## src/sslc_map.vh

```
// constants for the serial shift and latch controller
`ifndef SSLC_MAP_VH
`define SSLC_MAP_VH
`define SSLC_SHIFT_W 224
`define SSLC_LATCH_W 218
`define SSLC_CMD_MSB 223
`define SSLC_CMD_LSB 218
`define SSLC_CMD_WRITE 6'h25
`define SSLC_GRAY_W 16
`define SSLC_GRAY_TOP 191
`define SSLC_BRT_RED_LSB 192
`define SSLC_BRT_GREEN_LSB 199
`define SSLC_BRT_BLUE_LSB 206
`define SSLC_BRT_W 7
`define SSLC_BIT_BLANK 213
`define SSLC_BIT_REPEAT 214
`define SSLC_BIT_TIMING_RST 215
`define SSLC_BIT_REFSEL 216
`define SSLC_BIT_EDGESEL 217
`define SSLC_OSC_NS 83
`define SSLC_SYS_NS 10
`define SSLC_IDLE_MIN_OSC 8
`define SSLC_IDLE_MAX_OSC 16384
`define SSLC_IDLE_MULT 8
`define SSLC_OSC_DIV 8
`endif

```

## src/sslc_serial_latch.v

```verilog
// serial shift chain, write-command check, idle latch detector and data latch
// Behaviour
// - shift edge loads input bit, shifts up
// - chain top bit drives serial output
// - top six bits command, rest payload
// - latch copies payload only on 25h
// - chain has no power-up value
// - latch undefined except blank set
// - low 192 bits are twelve grayscale words
// - three seven-bit colour brightness fields
// - blank forces outputs off, counter reset
// - auto repeat selects one or continuous cycles
// - timing reset restarts counter on latch
// - clock select picks oscillator or shift clock
// - edge select picks rising or falling edge
// - latch after idle eight times last interval
// - idle timeout clamped eight to 16384 ticks
// - counter held zero while blanked
`timescale 1ns/10ps
`default_nettype none
`include "sslc_map.vh"
module sslc_serial_latch #(
    parameter OSC_DIV = `SSLC_OSC_DIV,
    parameter IDLE_MAX = `SSLC_IDLE_MAX_OSC
) (
    // clock and reset
    input wire i_clk_sys,
    input wire i_rst_n,
    // serial link pins
    input wire i_ser_data_in,
    input wire i_shift_clk_in,
    output wire o_ser_data_out,
    // latched grayscale words, red0 in low bits
    output wire [`SSLC_GRAY_TOP:0] o_grayscale,
    // colour group brightness
    output wire [`SSLC_BRT_W-1:0] o_bright_red_grp,
    output wire [`SSLC_BRT_W-1:0] o_bright_green_grp,
    output wire [`SSLC_BRT_W-1:0] o_bright_blue_grp,
    // function control towards pwm engine
    output wire o_blank,
    output wire o_auto_repeat_en,
    output wire o_timing_reset_en,
    output wire o_ref_clk_select,
    output wire o_switch_edge_select,
    // latch event and pwm-engine counter clear request (held while blanked, pulsed on a timing reset latch)
    output reg o_latch_pulse,
    output reg o_gray_counter_clear
);
    // --------------------------------------------------------------
    // pin synchronisers
    // --------------------------------------------------------------
    reg sck_s1;
    reg sck_s2;
    reg sck_s3;
    reg sdi_s1;
    reg sdi_s2;
    wire sck_rise;
    always @(posedge i_clk_sys or negedge i_rst_n) begin
        if (!i_rst_n) begin
            sck_s1 <= 1'b0;
            sck_s2 <= 1'b0;
            sck_s3 <= 1'b0;
            sdi_s1 <= 1'b0;
            sdi_s2 <= 1'b0;
        end else begin
            sck_s1 <= i_shift_clk_in;
            sck_s2 <= sck_s1;
            sck_s3 <= sck_s2;
            sdi_s1 <= i_ser_data_in;
            sdi_s2 <= sdi_s1;
        end
    end
    assign sck_rise = sck_s2 && !sck_s3;

    // --------------------------------------------------------------
    // sampled bits pass a fifo before entering the chain
    // --------------------------------------------------------------
    // the chain always drains, so the fifo only absorbs skew between
    // capture and shift; a held ready would mean a lost edge
    wire fifo_in_ready;
    wire fifo_out_valid;
    wire fifo_bit;
    wire fifo_out_ready;
    assign fifo_out_ready = 1'b1;
    sslc_fifo #(
        .WIDTH(1),
        .DEPTH(4),
        .AW(2)
    ) u_fifo (
        .i_clk_sys(i_clk_sys),
        .i_rst_n(i_rst_n),
        .i_in_valid(sck_rise),
        .o_in_ready(fifo_in_ready),
        .i_in_data(sdi_s2),
        .o_out_valid(fifo_out_valid),
        .i_out_ready(fifo_out_ready),
        .o_out_data(fifo_bit)
    );

    // --------------------------------------------------------------
    // shift chain
    // --------------------------------------------------------------
    // no reset: contents undefined until shifted
    reg [`SSLC_SHIFT_W-1:0] serial_input_shift_chain;
    always @(posedge i_clk_sys) begin
        if (fifo_out_valid) begin
            serial_input_shift_chain <= {serial_input_shift_chain[`SSLC_SHIFT_W-2:0],
                                         fifo_bit};
        end
    end
    assign o_ser_data_out = serial_input_shift_chain[`SSLC_SHIFT_W-1];
    wire [5:0] cmd_bits;
    assign cmd_bits = serial_input_shift_chain[`SSLC_CMD_MSB:`SSLC_CMD_LSB];
    wire cmd_ok;
    assign cmd_ok = (cmd_bits == `SSLC_CMD_WRITE);

    // --------------------------------------------------------------
    // oscillator tick and interval measurement
    // --------------------------------------------------------------
    reg [3:0] div_cnt;
    wire osc_tick;
    assign osc_tick = (div_cnt == OSC_DIV[3:0] - 4'h1);
    always @(posedge i_clk_sys or negedge i_rst_n) begin
        if (!i_rst_n) begin
            div_cnt <= 4'h0;
        end else if (osc_tick) begin
            div_cnt <= 4'h0;
        end else begin
            div_cnt <= div_cnt + 4'h1;
        end
    end

    // floor of the idle timeout, held at the width of the limit
    localparam [17:0] IDLE_MIN = `SSLC_IDLE_MIN_OSC;
    function [17:0] sslc_clamp;
        input [17:0] val;
        begin
            if (val < IDLE_MIN) begin
                sslc_clamp = IDLE_MIN;
            end else if (val > IDLE_MAX) begin
                sslc_clamp = IDLE_MAX[17:0];
            end else begin
                sslc_clamp = val;
            end
        end
    endfunction

    // --------------------------------------------------------------
    // latch detector
    // --------------------------------------------------------------
    // idle: no edge since the last decision; timing: edges arrive and
    // the idle time is compared; fire: the cycle after the latch decision
    localparam [2:0] ST_IDLE = 3'b001;
    localparam [2:0] ST_TIMING = 3'b010;
    localparam [2:0] ST_FIRE = 3'b100;
    reg [2:0] state;
    reg [2:0] next_state;
    reg [14:0] interval_cnt;
    reg [17:0] idle_limit;
    reg [17:0] idle_cnt;
    wire idle_done;
    wire fire_now;
    wire latch_take;
    // the first tick after an edge may be partial, so the limit counts
    // as reached only once that many whole ticks have passed; this keeps
    // the shortest timeout at or above its floor
    assign idle_done = osc_tick && (idle_cnt >= idle_limit);
    assign fire_now = (state == ST_TIMING) && !sck_rise && idle_done;
    assign latch_take = o_latch_pulse && cmd_ok;
    always @* begin
        next_state = state;
        case (state)
            ST_IDLE: begin
                if (sck_rise) begin
                    next_state = ST_TIMING;
                end
            end
            ST_TIMING: begin
                if (fire_now) begin
                    next_state = ST_FIRE;
                end
            end
            ST_FIRE: begin
                if (sck_rise) begin
                    next_state = ST_TIMING;
                end else begin
                    next_state = ST_IDLE;
                end
            end
            default: begin
                next_state = ST_IDLE;
            end
        endcase
    end
    always @(posedge i_clk_sys or negedge i_rst_n) begin
        if (!i_rst_n) begin
            state <= ST_IDLE;
        end else begin
            state <= next_state;
        end
    end

    always @(posedge i_clk_sys or negedge i_rst_n) begin
        if (!i_rst_n) begin
            interval_cnt <= 15'h0;
            idle_limit <= IDLE_MIN;
            idle_cnt <= 18'h0;
            o_latch_pulse <= 1'b0;
        end else begin
            o_latch_pulse <= fire_now && cmd_ok;
            if (sck_rise) begin
                // interval counted in oscillator ticks, times eight
                idle_limit <= sslc_clamp({interval_cnt, 3'h0});
                interval_cnt <= 15'h0;
                idle_cnt <= 18'h0;
            end else if (osc_tick && (state == ST_TIMING)) begin
                if (interval_cnt != 15'h7fff) begin
                    interval_cnt <= interval_cnt + 15'h1;
                end
                if (!idle_done) begin
                    idle_cnt <= idle_cnt + 18'h1;
                end
            end
        end
    end

    // --------------------------------------------------------------
    // data latch
    // --------------------------------------------------------------
    reg [`SSLC_LATCH_W-1:0] display_control_latch;
    reg blank_bit;
    always @(posedge i_clk_sys) begin
        if (latch_take) begin
            display_control_latch <= serial_input_shift_chain[`SSLC_LATCH_W-1:0];
        end
    end
    always @(posedge i_clk_sys or negedge i_rst_n) begin
        if (!i_rst_n) begin
            blank_bit <= 1'b1;
        end else if (latch_take) begin
            blank_bit <= serial_input_shift_chain[`SSLC_BIT_BLANK];
        end
    end

    // brightness field of one colour group, lowest bit at lsb
    function [`SSLC_BRT_W-1:0] sslc_bright;
        input [`SSLC_LATCH_W-1:0] lat;
        input integer lsb;
        begin
            sslc_bright = lat[lsb +: `SSLC_BRT_W];
        end
    endfunction
    assign o_grayscale = display_control_latch[`SSLC_GRAY_TOP:0];
    assign o_bright_red_grp = sslc_bright(display_control_latch, `SSLC_BRT_RED_LSB);
    assign o_bright_green_grp = sslc_bright(display_control_latch, `SSLC_BRT_GREEN_LSB);
    assign o_bright_blue_grp = sslc_bright(display_control_latch, `SSLC_BRT_BLUE_LSB);
    assign o_blank = blank_bit;
    assign o_auto_repeat_en = display_control_latch[`SSLC_BIT_REPEAT];
    assign o_timing_reset_en = display_control_latch[`SSLC_BIT_TIMING_RST];
    assign o_ref_clk_select = display_control_latch[`SSLC_BIT_REFSEL];
    assign o_switch_edge_select = display_control_latch[`SSLC_BIT_EDGESEL];

    // --------------------------------------------------------------
    // counter clear request to the pwm engine
    // --------------------------------------------------------------
    // held while blanked so the counter stays at zero; one cycle on a
    // latch with timing reset set (new value of the bit applies)
    always @(posedge i_clk_sys or negedge i_rst_n) begin
        if (!i_rst_n) begin
            o_gray_counter_clear <= 1'b1;
        end else begin
            o_gray_counter_clear <= blank_bit ||
                (latch_take &&
                 serial_input_shift_chain[`SSLC_BIT_TIMING_RST]);
        end
    end
endmodule // sslc_serial_latch
`default_nettype wire

```

## src/sslc_fifo.v

```verilog
// small synchronous fifo carrying sampled serial bits
`timescale 1ns/10ps
`default_nettype none
module sslc_fifo #(
    parameter WIDTH = 1,
    parameter DEPTH = 4,
    parameter AW = 2
) (
    // clock and reset
    input wire i_clk_sys,
    input wire i_rst_n,
    // fill side
    input wire i_in_valid,
    output wire o_in_ready,
    input wire [WIDTH-1:0] i_in_data,
    // drain side
    output wire o_out_valid,
    input wire i_out_ready,
    output reg [WIDTH-1:0] o_out_data
);
    reg [WIDTH-1:0] mem [0:DEPTH-1];
    reg [AW-1:0] wr_ptr;
    reg [AW-1:0] rd_ptr;
    reg [AW:0] count;
    reg out_full;
    wire push;
    wire pop;
    wire load;
    assign o_in_ready = (count != DEPTH[AW:0]);
    assign o_out_valid = out_full;
    assign push = i_in_valid && o_in_ready;
    assign load = (count != {(AW+1){1'b0}}) && (!out_full || i_out_ready);
    assign pop = out_full && i_out_ready;
    always @(posedge i_clk_sys) begin
        if (push) begin
            mem[wr_ptr] <= i_in_data;
        end
    end
    always @(posedge i_clk_sys or negedge i_rst_n) begin
        if (!i_rst_n) begin
            wr_ptr <= {AW{1'b0}};
            rd_ptr <= {AW{1'b0}};
            count <= {(AW+1){1'b0}};
            out_full <= 1'b0;
            o_out_data <= {WIDTH{1'b0}};
        end else begin
            if (push) begin
                wr_ptr <= wr_ptr + 1'b1;
            end
            if (load) begin
                o_out_data <= mem[rd_ptr];
                rd_ptr <= rd_ptr + 1'b1;
            end
            if (push && !load) begin
                count <= count + 1'b1;
            end else if (!push && load) begin
                count <= count - 1'b1;
            end
            if (load) begin
                out_full <= 1'b1;
            end else if (pop) begin
                out_full <= 1'b0;
            end
        end
    end
endmodule // sslc_fifo
`default_nettype wire

```

## config.mk

```make
export PLATFORM = sky130hd
export DESIGN_NAME = sslc_serial_latch
export DESIGN_NICKNAME = d
export VERILOG_FILES = /design/src/sslc_serial_latch.v /design/src/sslc_fifo.v
export VERILOG_INCLUDE_DIRS = /design/src
export SDC_FILE = /design/constraint.sdc
export NUM_CORES = 1
export LEC_CHECK = 0
export BUFFER_PORTS_ARGS = -buffer_cell sky130_fd_sc_hd__buf_2
export CORE_MARGIN = 2
export CORE_UTILIZATION = 60
export CTS_CLUSTER_DIAMETER = 120
export DETAILED_ROUTE_END_ITERATION = 10
export PLACE_DENSITY_LB_ADDON = 0.1
export SYNTH_ARGS = -nofsm -noshare
export SYNTH_HDL_FRONTEND = slang
export SYNTH_SLANG_ARGS = --single-unit
```

## constraint.sdc

```tcl
create_clock -name i_clk_sys -period 15.5 [get_ports i_clk_sys]
set_input_delay 1.55 -clock i_clk_sys [delete_from_list [all_inputs] [get_ports i_clk_sys]]
set_output_delay 1.55 -clock i_clk_sys [all_outputs]
set_load 0.01 [all_outputs]
```

-- Word level (Yosys, flattened, before mapping)
Memory sizes are Yosys's and may differ from the RTL's. A register that Yosys moved wholly into a read port is not among the register bits.
Index checks and enable logic that the tools add are counted.
- muxes and demuxes: 18
- $lt $le $gt $ge: 3
- equal/unequal tests: 10
- reduce and logical (&&, ||, !) cells: 24
- $add $sub $neg: 7
- operator list (operator ; count):
    $mux 18 ; 5
    $mux 15 ; 3
    $add 18x1->18 const B ; 1
    $ge 18x18->1 ; 1
    $gt 18x15->1 const B ; 1
    $lt 18x4->1 const B ; 1
    $add 15x1->15 const B ; 1
    $ne 15x15->1 const B ; 1
    $mux 3 ; 4
    $logic_and 1x1->1 ; 11
    $pmux 3 s3 ; 1
    $eq 6x6->1 const B ; 1
    $ne 2x2->1 const B ; 3
    $reduce_and 2->1 ; 3
    $reduce_bool 2->1 ; 3
    $logic_not 1->1 ; 5
    $add 2x1->2 const B ; 2
    $add 4x1->4 const B ; 1
    $eq 4x3->1 const B ; 1
    $mux 4 ; 1
    $add 3x1->3 const B ; 1
    $eq 3x1->1 const B ; 1
    $eq 3x2->1 const B ; 1
    $eq 3x3->1 const B ; 1
    other kinds (6) ; 8
- bits of input ports: 4
- output and inout bits: 221
- memories: 1
- bits in writable memories: 4
- flip-flop bits (word level): 516
- memory list (memory ; depth ; bits a word ; read ports ; clocked after memory_dff ; wr ports ; line ; text):
    u_fifo.mem ; 4 ; 1 ; 1 ; 1 ; 1 ; sslc_fifo.v:21 ; reg [WIDTH-1:0] mem [0:DEPTH-1];

-- Logic depth before layout (Yosys ltp)
Gate-level depths: netlist (run 1).
- word-level depth: 7
- mapped depth: 8
- gate-level depth less buffers: 8

-- Cells and area by module
A second synthesis (run 1) with hierarchy kept.
- cell total of the unflattened synthesis: 831
- area total of the unflattened synthesis: 17267.8 um^2
- by module, submodules not included (module ; cells an instance ; seq. area each (um^2) ; times used ; area each (um^2)):
    sslc_serial_latch ; 786 ; 14824.2 ; 1 ; 16637.2
    sslc_fifo ; 45 ; 345.3 ; 1 ; 630.6

-- Worst setup path after synthesis (run 1)
OpenSTA, ideal clock, no wires.
- path kind: reg2reg
- from: register serial_input_shift_chain[222]
- to: register blank_bit (netlist: o_blank)
- setup time: 0.085 ns
- buffers on the path: 0
- cell stages (with the launch flop): 5
- path slack: 8.851 ns
- arrival time: 6.565 ns
- data required time: 15.415 ns
- path through: edfxtp_1 nand4bb_1 nor3b_1 and2_1 mux2_2
- cells in the longest elaborated chain, start to end: 2
- RTL lines (item ; line ; text):
    start: declaration ; sslc_serial_latch.v:104 ; reg [`SSLC_SHIFT_W-1:0] serial_input_shift_chain;
    start signal: assignment ; sslc_serial_latch.v:107 ; serial_input_shift_chain <= {serial_input_shift_chain[`SSLC_SHIFT_W-2:0],
    $eq 6x6->1 (no source line) ; -- ;
    $logic_and 1x1->1 ; sslc_serial_latch.v:169 ; assign latch_take = o_latch_pulse && cmd_ok;
    via latch_take ; sslc_serial_latch.v:163 ; wire latch_take;
    end signal: assignment ; sslc_serial_latch.v:241 ; blank_bit <= serial_input_shift_chain[`SSLC_BIT_BLANK];
    end: declaration ; sslc_serial_latch.v:231 ; reg blank_bit;
The timed path passes the listed nets, and every way through them passes these cells.
A chain may end at the register's enable or synchronous reset.

-- Worst setup path after layout (run 1)
- from: register serial_input_shift_chain[222]
- to: register display_control_latch[81] (enable)
- cells in the longest elaborated chain, start to end: 2
- RTL lines (item ; line ; text):
    $eq 6x6->1 (no source line) ; -- ;
    $logic_and 1x1->1 ; sslc_serial_latch.v:169 ;
    via latch_take ; sslc_serial_latch.v:163 ;
    end signal: assignment ; sslc_serial_latch.v:234 ; display_control_latch <= serial_input_shift_chain[`SSLC_LATCH_W-1:0];
    end: declaration ; sslc_serial_latch.v:230 ; reg [`SSLC_LATCH_W-1:0] display_control_latch;
The timed path passes the listed nets, and every way through them passes these cells.

==> results of run 1 <==
-- worst min-delay path by stage --
stage                      start  endpoint  cells past startpoint
final                     sdi_s1    sdi_s2                      0
after detailed placement  sdi_s1    sdi_s2                      0
after floorplan           sck_s1    sck_s2                      0
after CTS                 sdi_s1    sdi_s2                      0
after global placement    sdi_s1    sdi_s2                      0
after global routing      sck_s1    sck_s2                      0
-- area by class of cell --
cell class | instances | area, µm² | area share
clock buffer | 57 | 1256 | 0.06091
clock inverter | 31 | 389.1 | 0.01887
inverter | 29 | 108.9 | 0.005278
multi-input combinational | 281 | 2033 | 0.09858
sequential | 517 | 15170 | 0.7357
tap | 384 | 480.5 | 0.02330
timing repair buffer | 232 | 1184 | 0.05739
-- cell families (layout without fill, tap and decap cells) --
family	count (synthesis)	count (layout)
DFF	517	517
and+or+nand+nor	161	161
AOI/OAI and AO/OA	64	64
buffers and inverters	49	349
adders and majority gates	26	26
xor gates and xnor gates	19	19
muxes	11	11
-- sequential cells by signal, summed over array words and instances, names as in the netlist, 2 cells and up --
| name | flops |
|---|---|
| display_control_latch | 217 |
| div_cnt | 4 |
| idle_cnt | 18 |
| idle_limit | 15 |
| interval_cnt | 15 |
| serial_input_shift_chain | 224 |
| state | 3 |
| u_fifo.count | 3 |
| u_fifo.mem | 4 |
| u_fifo.rd_ptr | 2 |
| u_fifo.wr_ptr | 2 |
-- worst register-to-register path, stage by stage (launching register included) --
cell       delay [ps]
edfxtp_1          390
nand4bb_1         230
nor3b_1           260
and2_4            610
buf_4            1000
buf_4             970
-- stage by stage --
step	instances	hold slack, ps
after floorplan	847	331.2
after global placement	1443	333.3
after detailed placement	1443	337.2
after CTS	1531	352.4
after global routing	1531	373.2
final	1531	350.5
-- per-layer routing --
layer | share of wire | vias up | global-route usage
met1 | 0.42 | 4055 | 0.2727
met2 | 0.49 | 273 | 0.3127
met5 | 0 | - | 0
met3 | 0.060 | 56 | 0.03500
met4 | 0.023 | 0 | 0.05357
li1 | - | 3805 | -
-- where the power goes --
part / internal (mW) / switching [mW]
sequential: 1.68 / 0.0708
combinational: 0.0287 / 0.0899
clock: 0.718 / 0.488
-- cell usage in the layout, fill, tap and decap left out, types with 4 or more instances in the layout --
master	Yosys	routed
edfxtp_1	445	445
buf_2	8	223
dfrtp_1	68	67
clkbuf_16	0	49
nor2_1	32	32
nand2_1	31	31
inv_1	29	29
ha_1	25	25
a21oi_1	17	17
xnor2_1	16	16
nand3_1	15	15
nand4_1	12	12
nor3_1	9	9
nor4_1	9	9
a22o_1	9	9
clkinv_2	0	9
buf_4	0	9
nand2b_1	8	8
mux2i_1	8	8
and3_1	8	8
clkbuf_1	12	8
bufinv_16	0	8
clkinv_1	0	7
and2_1	7	6
and4_1	6	6
nor4_2	6	6
a41o_1	6	6
o21ai_0	5	5
nand3b_1	4	4
dfstp_2	4	4
==> impl_metrics.tcl, run 1 <==
set metrics [dict create \
    status "finished, final reports clean" \
    final_util 0.7205 \
    rsz0062_at_grt "false" \
    async_flop_share 0.1393 \
    p_total_mw 3.072 \
    core-area_um2 28630 \
    syn_inst 847 \
    cp-start-kind "flop" \
    synth_area_leaders "edfxtp_1, dfrtp_1, ha_1" \
    grt_max_degree 94 \
    synth.most_common_cell "edfxtp_1" \
    crit_path_max_incr_delay_ps 970 \
    track_usage 0.1920 \
    clk_pin_slew_ps 60 \
    worst_slew_pin_slew_ps 1136 \
    seq_area_frac_synth 0.8722 \
    cp.depth 5 \
    fmax_mhz 254.8 \
    cts.path.max_buffers 3 \
    synthAdderAreaFrac 0.01914 \
    drive_gt1_frac 0.2877 \
    tritoncts "yes" \
    p_leak_nw 6.447 \
    fillCellCount 1764 \
    crit_top_cell "buf_4" \
    syn2layout_area_growth_pct 18.59 \
    synthesis.nets 877 \
    r2r_start "serial_input_shift_chain[222]" \
    cts.htree.levels 2 \
    grt-ovfl-total 0 \
    rrSetupSlack_ps 11580 \
    synth_top_area_share 0.7683 \
    crit_family "buffers and inverters" \
    synth_top_family_by_area "simple AND/OR/NAND/NOR gates" \
    cp-endpoint "display_control_latch[81]" \
    grt_pass1_vias 7990 \
    crit_type "reg -> reg" \
    synthMuxAreaShare 0.007194 \
    fin_ws_ps 11580 \
    root_buffer "clkbuf_16" \
    endpoint_kind "flop" \
    hold_viol 0 \
    slew_headroom 0.2426 \
    avgRoutedWirePerCell_um 19.06 \
    cp_num_buf_inv 2 \
    insertion_delay_ps 540 \
    clkSinkCount 517 \
    finalWirelength_um 29180 \
    period_share 0.2532 \
    setup_viol_count_final 0 \
    nNetsFinal 1139 \
    grt_antenna_before_repair 0 \
    drt-initial-drc-count 877 \
    ios 225 \
    yosys.area_share.simple 0.05288 \
    drtPass1Iterations 7 \
    synth.distinct_cells 59 \
    cp_max_fo 93 \
    n_antenna_cell 0 \
    num_vias 8189 \
    initial_core_util 0.6076 \
    holdCritPathClass "reg -> reg" \
    dieArea_um2 30360 \
    grt_first_pass_wirelength_um 45030 \
    cts_resized 0 \
    rows 62 \
    ir_drop_mv 0.09369 \
    avgSynthCellArea_um2 20.53 \
    cp_cell_sequence "nand4bb_1, nor3b_1, and2_4, buf_4, buf_4" \
    worstReg2RegEnd "display_control_latch[81]" \
    synth_top_cell_by_area "edfxtp_1" \
    drv_slew 0 \
    cts_hold_buf 0 \
    yosys-top-cells-count "edfxtp_1, dfrtp_1, nor2_1" \
    post-route-min-period_ps 3924 \
    ant_nets 0 \
    cts_buffers 48 \
    cp.arrival_ps 4080 \
    cp_slowest_cell "buf_4" \
    ys_seq_elements 517 \
    cp-startpoint "serial_input_shift_chain[222]" \
    dpl.hpwl_um 17510 \
    vias_per_cell 5.349 \
    die_w_um 174.3 \
    design_area_um2 20620 \
    p_per_area_nw_per_um2 148.9 \
    r2r_cells 5 \
    required_ps 15650 \
    die_h_um 174.3 \
    synth-edff-count 445 \
    synthFlopType "edfxtp_1" \
    io_buffer_count 224 \
    place_ws_ps 11620 \
    drv_cap 0 \
    synth-compound-area-share 0.02784 \
    place.gp.congestion 0.7828 \
    placed_area_um2 18980 \
    synthXorXnorAreaFrac 0.009568 \
    ys_warn_count 0 \
    finClkSkew_ps 13.34 \
    cts_setup_buffers 0 \
    syn_area_um2 17390 \
    drc 0 \
    setup-tns-final_ps 0 \
]
Note: power is estimated with default switching activity, not from simulation.
==> run 2, diff against run 1 <==
--- a/config.mk
+++ b/config.mk
@@ -6,9 +6,10 @@
 export SDC_FILE = /design/constraint.sdc
 export NUM_CORES = 1
 export LEC_CHECK = 0
+export ABC_AREA = 1
 export BUFFER_PORTS_ARGS = -buffer_cell sky130_fd_sc_hd__buf_2
 export CORE_MARGIN = 2
-export CORE_UTILIZATION = 60
+export CORE_UTILIZATION = 51
 export CTS_CLUSTER_DIAMETER = 120
 export DETAILED_ROUTE_END_ITERATION = 10
 export PLACE_DENSITY_LB_ADDON = 0.1
==> constraint.sdc (replaced) <==
create_clock -name i_clk_sys -period 3.6 [get_ports i_clk_sys]
set_input_delay 0.36 -clock i_clk_sys [delete_from_list [all_inputs] [get_ports i_clk_sys]]
set_output_delay 0.36 -clock i_clk_sys [all_outputs]
set_load 0.01 [all_outputs]
==> impl_metrics.tcl, run 2 <==
set metrics [dict create \
    cts.path.max_buffers 3 \
    core-area_um2 34370 \
    top_register "serial_input_shift_chain" \
    worst_slew_pin_slew_ps 771.3 \
    holdCritPathClass "reg -> reg" \
    syn_inst 1008 \
    required_ps 4030 \
    n_antenna_cell 0 \
    root_buffer "clkbuf_16" \
    final_cell_mix "edfxtp_1, buf_2, nand2_1, inv_1" \
    yosys-top-cells-count "edfxtp_1, nand2_1, inv_1" \
    num_vias 8806 \
    ys_seq_elements 517 \
    drv_slew 0 \
    r2r_start "sck_s2" \
    hold_end "sdi_s2" \
    crit_type "reg -> reg" \
    cts_buffers 50 \
    drive_gt1_frac 0.2498 \
    ir_drop_mv 0.4771 \
    syn_area_um2 17710 \
    track_usage 0.1674 \
    synthFlopType "edfxtp_1" \
    place_ws_ps 1372 \
    cp_num_buf_inv 4 \
    io_buffer_count 224 \
    ios 225 \
    grt_antenna_before_repair 0 \
    place.gp.congestion 0.8686 \
    nNetsFinal 1312 \
    synth.most_common_cell "edfxtp_1" \
    cts_resized 0 \
    grt-ovfl-total 0 \
    fmax_mhz 450.6 \
    multiInputGateArea_um2 2183 \
    ff_latch_area_um2 15170 \
    cp.arrival_ps 2650 \
    hp-start "sdi_s1" \
    ant_nets 0 \
    clkSinkCount 517 \
    vias_per_cell 4.970 \
    fin_ws_ps 1381 \
    post-route-min-period_ps 2219 \
    grt_first_pass_wirelength_um 46310 \
    largest_reg_flops 224 \
    p_per_area_nw_per_um2 633.2 \
    rows 68 \
    synth-edff-count 445 \
    avgRoutedWirePerCell_um 17.39 \
    synth_top_cell_by_area "edfxtp_1" \
    final_common_cell "edfxtp_1" \
    synth.distinct_cells 39 \
    ys_warn_count 0 \
    drc 0 \
    grt_pass1_vias 8167 \
    drv_cap 0 \
    period_share 0.6165 \
    synth_top_area_share 0.7545 \
    drt-initial-drc-count 765 \
    setup_viol_count_final 0 \
    drtPass1Iterations 5 \
    dieArea_um2 36230 \
    die_w_um 190.4 \
    status "finished, final reports clean" \
    tritoncts "yes" \
    avgSynthCellArea_um2 17.57 \
    p_leak_nw 6.837 \
    cp_max_fo 15 \
    finalWirelength_um 30810 \
    rrSetupSlack_ps 1380 \
    synth_area_leaders "edfxtp_1, dfrtp_1, nand2_1" \
    rsz0062_at_grt "false" \
    seq_area_frac_synth 0.8565 \
    fillCellCount 2609 \
    initial_core_util 0.5153 \
    endpoint_kind "flop" \
    grt_max_degree 117 \
    cts.htree.levels 2 \
    insertion_delay_ps 550 \
    cp_cell_sequence "inv_1, nor2_2, inv_1, buf_4, a21oi_1, ha_1, inv_1, fa_1, a21oi_1, o21ai_0, xor2_1" \
    final_util 0.6143 \
    async_flop_share 0.1393 \
    crit_family "adder cells" \
    finClkSkew_ps 9.240 \
    synthesis.nets 1038 \
    crit_path_max_incr_delay_ps 370 \
    crit_top_cell "inv_1" \
    min_path_cells 0 \
    reg_top3 "serial_input_shift_chain: 224 flops, display_control_latch: 217 flops, idle_cnt: 18 flops" \
    cp_slowest_cell "fa_1" \
    clk_pin_slew_ps 60 \
    die_h_um 190.4 \
    cp-start-kind "flop" \
    worstReg2RegEnd "u_fifo.count[2]" \
    hold_viol 0 \
    r2r_cells 11 \
    dpl.hpwl_um 19190 \
    slew_headroom 0.4858 \
    syn2layout_area_growth_pct 19.22 \
]
==> run 2: cell types whose count changed in the layout (fill, tap and decap cells not counted), moves of 9 or more <==
cell and change:
o21ai_2 +9, nor2_1 +35, nand2_1 +112, clkinv_1 +10, a22o_1 -9, xnor2_1 -12
a21oi_1 -11, o21ai_0 +13, nor4_1 -9, xor2_1 +15, nand3_1 +45, inv_1 +39
==> run 2: cells by family (layout without fill, tap and decap cells) <==
group | Yosys count | count (layout) | share of synthesized area
DFF | 517 | 517 | 0.8565
and+or+nand+nor | 313 | 313 | 0.07736
xor gates and xnor gates | 22 | 22 | 0.01088
muxes | 1 | 1 | 0.0006358
AOI/OAI and AO/OA | 45 | 45 | 0.01561
adders and majority gates | 26 | 26 | 0.01879
buffers and inverters | 84 | 393 | 0.02020
==> run 2: worst max path at each step <==
stage	depth (start not counted)	startpoint	to	slack [ps]
after CTS	11	sck_s2	u_fifo.count[2]	1360
after floorplan	4	serial_input_shift_chain[223]	display_control_latch[0]	-710
after global placement	10	sck_s3	u_fifo.count[2]	1410
after detailed placement	11	sck_s2	u_fifo.count[2]	1370
final	11	sck_s2	u_fifo.count[2]	1380
after global routing	11	sck_s2	u_fifo.count[2]	1110
==> run 2: what timing repair did <==
| action | in CTS | in global routing |
|---|---|---|
| hold buffers | 3 | 0 |
| hold endpoints to repair | 31 | 0 |
| setup buffers | 0 | 0 |
==> run 2: cell type report <==
cell class	instances	share of cell area
Tap cell	455	0.02696
Clock inverter	33	0.01855
Clock buffer	54	0.05997
Sequential cell	517	0.7186
Multi-Input combinational cell	407	0.1034
Inverter	71	0.01280
Timing Repair Buffer	235	0.05973
==> run 2: through the flow <==
step	hold slack, ps	power, mW	cell area (µm²)	instances	TNS [ps]
finish	357.2	13.37	21120	1772	0
global route	374.3	13.89	21120	1772	0
CTS	357.9	13.54	21120	1772	0
detailed placement	345.7	8.257	19430	1682	0
global placement	334.6	8.232	19430	1682	0
floorplan	64.41	8.019	17720	1008	-154320
==> run 2: power by group <==
part           internal (mW)  switching, mW
registers               7.22          0.300
logic                  0.146          0.450
clock network           3.17           2.09
total                   10.5           2.84
==> run 2: per-layer routing <==
layer | track usage | vias up | wire (µm)
li1 | - | 4174 | -
met1 | 0.2545 | 4333 | 14500
met2 | 0.2442 | 249 | 13790
met3 | 0.03607 | 50 | 1840
met4 | 0.05218 | 0 | 684
met5 | 0 | - | 0
==> run 3, diff against run 2 <==
--- a/config.mk
+++ b/config.mk
@@ -6,10 +6,10 @@
 export SDC_FILE = /design/constraint.sdc
 export NUM_CORES = 1
 export LEC_CHECK = 0
-export ABC_AREA = 1
+export ABC_AREA = 0
 export BUFFER_PORTS_ARGS = -buffer_cell sky130_fd_sc_hd__buf_2
 export CORE_MARGIN = 2
-export CORE_UTILIZATION = 51
+export CORE_UTILIZATION = 57
 export CTS_CLUSTER_DIAMETER = 120
 export DETAILED_ROUTE_END_ITERATION = 10
 export PLACE_DENSITY_LB_ADDON = 0.1
==> constraint.sdc (replaced) <==
create_clock -name i_clk_sys -period 2.1 [get_ports i_clk_sys]
set_input_delay 0.21 -clock i_clk_sys [delete_from_list [all_inputs] [get_ports i_clk_sys]]
set_output_delay 0.21 -clock i_clk_sys [all_outputs]
set_load 0.01 [all_outputs]
==> impl_metrics.tcl, run 3 (synthesis results as in run 1) <==
set metrics [dict create \
    cts.path.max_buffers 3 \
    ir_drop_mv 0.8772 \
    ios 225 \
    n_antenna_cell 0 \
    period_share 1.008 \
    initial_core_util 0.5822 \
    cp_max_fo 5 \
    rows 63 \
    cp-start-kind "flop" \
    holdCritPathClass "in -> async" \
    dpl.hpwl_um 18850 \
    grt_max_degree 73 \
    dieArea_um2 31920 \
    cp.arrival_ps 2580 \
    grt_pass1_vias 8092 \
    cts_buffers 49 \
    vias_per_cell 5.330 \
    reg_top3 "serial_input_shift_chain: 224 flops, display_control_latch: 217 flops, idle_cnt: 18 flops" \
    clkSinkCount 517 \
    fmax_mhz 472.5 \
    hold_viol 0 \
    endpoint_kind "flop" \
    die_h_um 178.7 \
    rrSetupSlack_ps -20 \
    io_buffer_count 224 \
    drtPass1Iterations 5 \
    root_buffer "clkbuf_16" \
    nNetsFinal 1198 \
    rsz0062_at_grt "true" \
    drive_gt1_frac 0.3413 \
    top_register "serial_input_shift_chain" \
    finalWirelength_um 29990 \
    fillCellCount 1848 \
    r2r_start "idle_limit[12]" \
    insertion_delay_ps 550 \
    grt_antenna_before_repair 0 \
    grt_first_pass_wirelength_um 44670 \
    drc 0 \
    finalNonFillerCells 1597 \
    ff_latch_area_um2 15170 \
    drv_cap 0 \
    clk_pin_slew_ps 60 \
    core-area_um2 29870 \
    p_per_area_nw_per_um2 1053 \
    grt-ovfl-total 0 \
    post-route-min-period_ps 2117 \
    required_ps 2570 \
    drt-initial-drc-count 591 \
    cts.htree.levels 2 \
    final_util 0.7166 \
    drv_slew 0 \
    syn2layout_area_growth_pct 23.09 \
    p_leak_nw 6.792 \
    ant_nets 0 \
    place.gp.congestion 0.8173 \
    p_total_mw 22.54 \
    tritoncts "yes" \
    final_cell_mix "edfxtp_1, buf_2, dfrtp_1, clkbuf_16, buf_4" \
    worst_slew_pin_slew_ps 389.6 \
    num_vias 8512 \
    avgRoutedWirePerCell_um 18.78 \
    fin_ws_ps -16.62 \
    largest_reg_flops 224 \
    status "complete, but fails checks" \
    multiInputGateArea_um2 2270 \
    finClkSkew_ps 13.90 \
    die_w_um 178.7 \
    violations "setup timing" \
    post-place-cells 1490 \
    slew_headroom 0.7402 \
    setup_viol_count_final 1 \
    final_common_cell "edfxtp_1" \
    worstReg2RegEnd "idle_cnt[16]" \
    r2r_cells 8 \
    track_usage 0.1830 \
    crit_type "reg -> reg" \
]
-- run 3: what timing repair did --
item,CTS,global route
resized for setup,8,39
setup endpoints to repair,13,19
pin swaps,4,14
hold endpoints to repair,70,0
setup buffers,0,11
cloned,0,3
hold buffers,3,0
-- run 3: area by class of cell --
type	count	share of cell area
Sequential cell	517	0.7088
Inverter	29	0.005085
Timing Repair Buffer	289	0.08346
Clock inverter	27	0.01262
Tap cell	390	0.02279
Multi-Input combinational cell	282	0.1060
Clock buffer	63	0.06119
-- run 3: power breakdown --
| part | total [mW] | switching (mW) | internal [mW] |
|---|---|---|---|
| combinational | 1.25 | 0.847 | 0.399 |
| clock | 8.54 | 3.51 | 5.02 |
| sequential | 12.8 | 0.416 | 12.3 |
| total | 22.5 | 4.78 | 17.8 |
-- run 3: through the flow --
step / setup TNS [ps] / setup slack, ps / hold WS (ps) / cell area (µm²)
4_1_cts: 0 / 15.05 / 222.6 / 21110
6_report: -16.62 / -16.62 / 271.4 / 21410
5_1_grt: -380.7 / -87.16 / 258.7 / 21410
3_3_place_gp: -37.29 / -15.31 / 272.4 / 19460
2_1_floorplan: -174940 / -735.6 / -85.59 / 17400
3_5_place_dp: -660.7 / -95.03 / 274.9 / 19460
-- run 3: critical path: stages (launching register included) --
cell,delay (ps)
dfrtp_1,340
inv_1,50
ha_1,300
nand4_1,180
nor4_4,80
buf_4,160
a22o_4,300
or4_4,490
a21oi_2,150
-- run 3: worst max-delay path by stage --
stage	startpoint	end	slack [ps]	depth (start not counted)
after floorplan	serial_input_shift_chain[222]	o_blank	-740	4
after global placement	idle_cnt[5]	idle_cnt[16]	-20	6
after detailed placement	idle_cnt[15]	idle_cnt[12]	-100	6
after CTS	idle_limit[13]	idle_cnt[5]	20	8
after global routing	idle_limit[3]	idle_cnt[6]	-90	8
final	idle_limit[12]	idle_cnt[16]	-20	8
-- run 3: metal layers --
layer  wire [µm]  vias up  global-route usage
li1            -     3932                   -
met1       12980     4259              0.2619
met2       14420      277              0.2888
met3        2023       44             0.04029
met4         561        0             0.05183
met5           0        -                   0
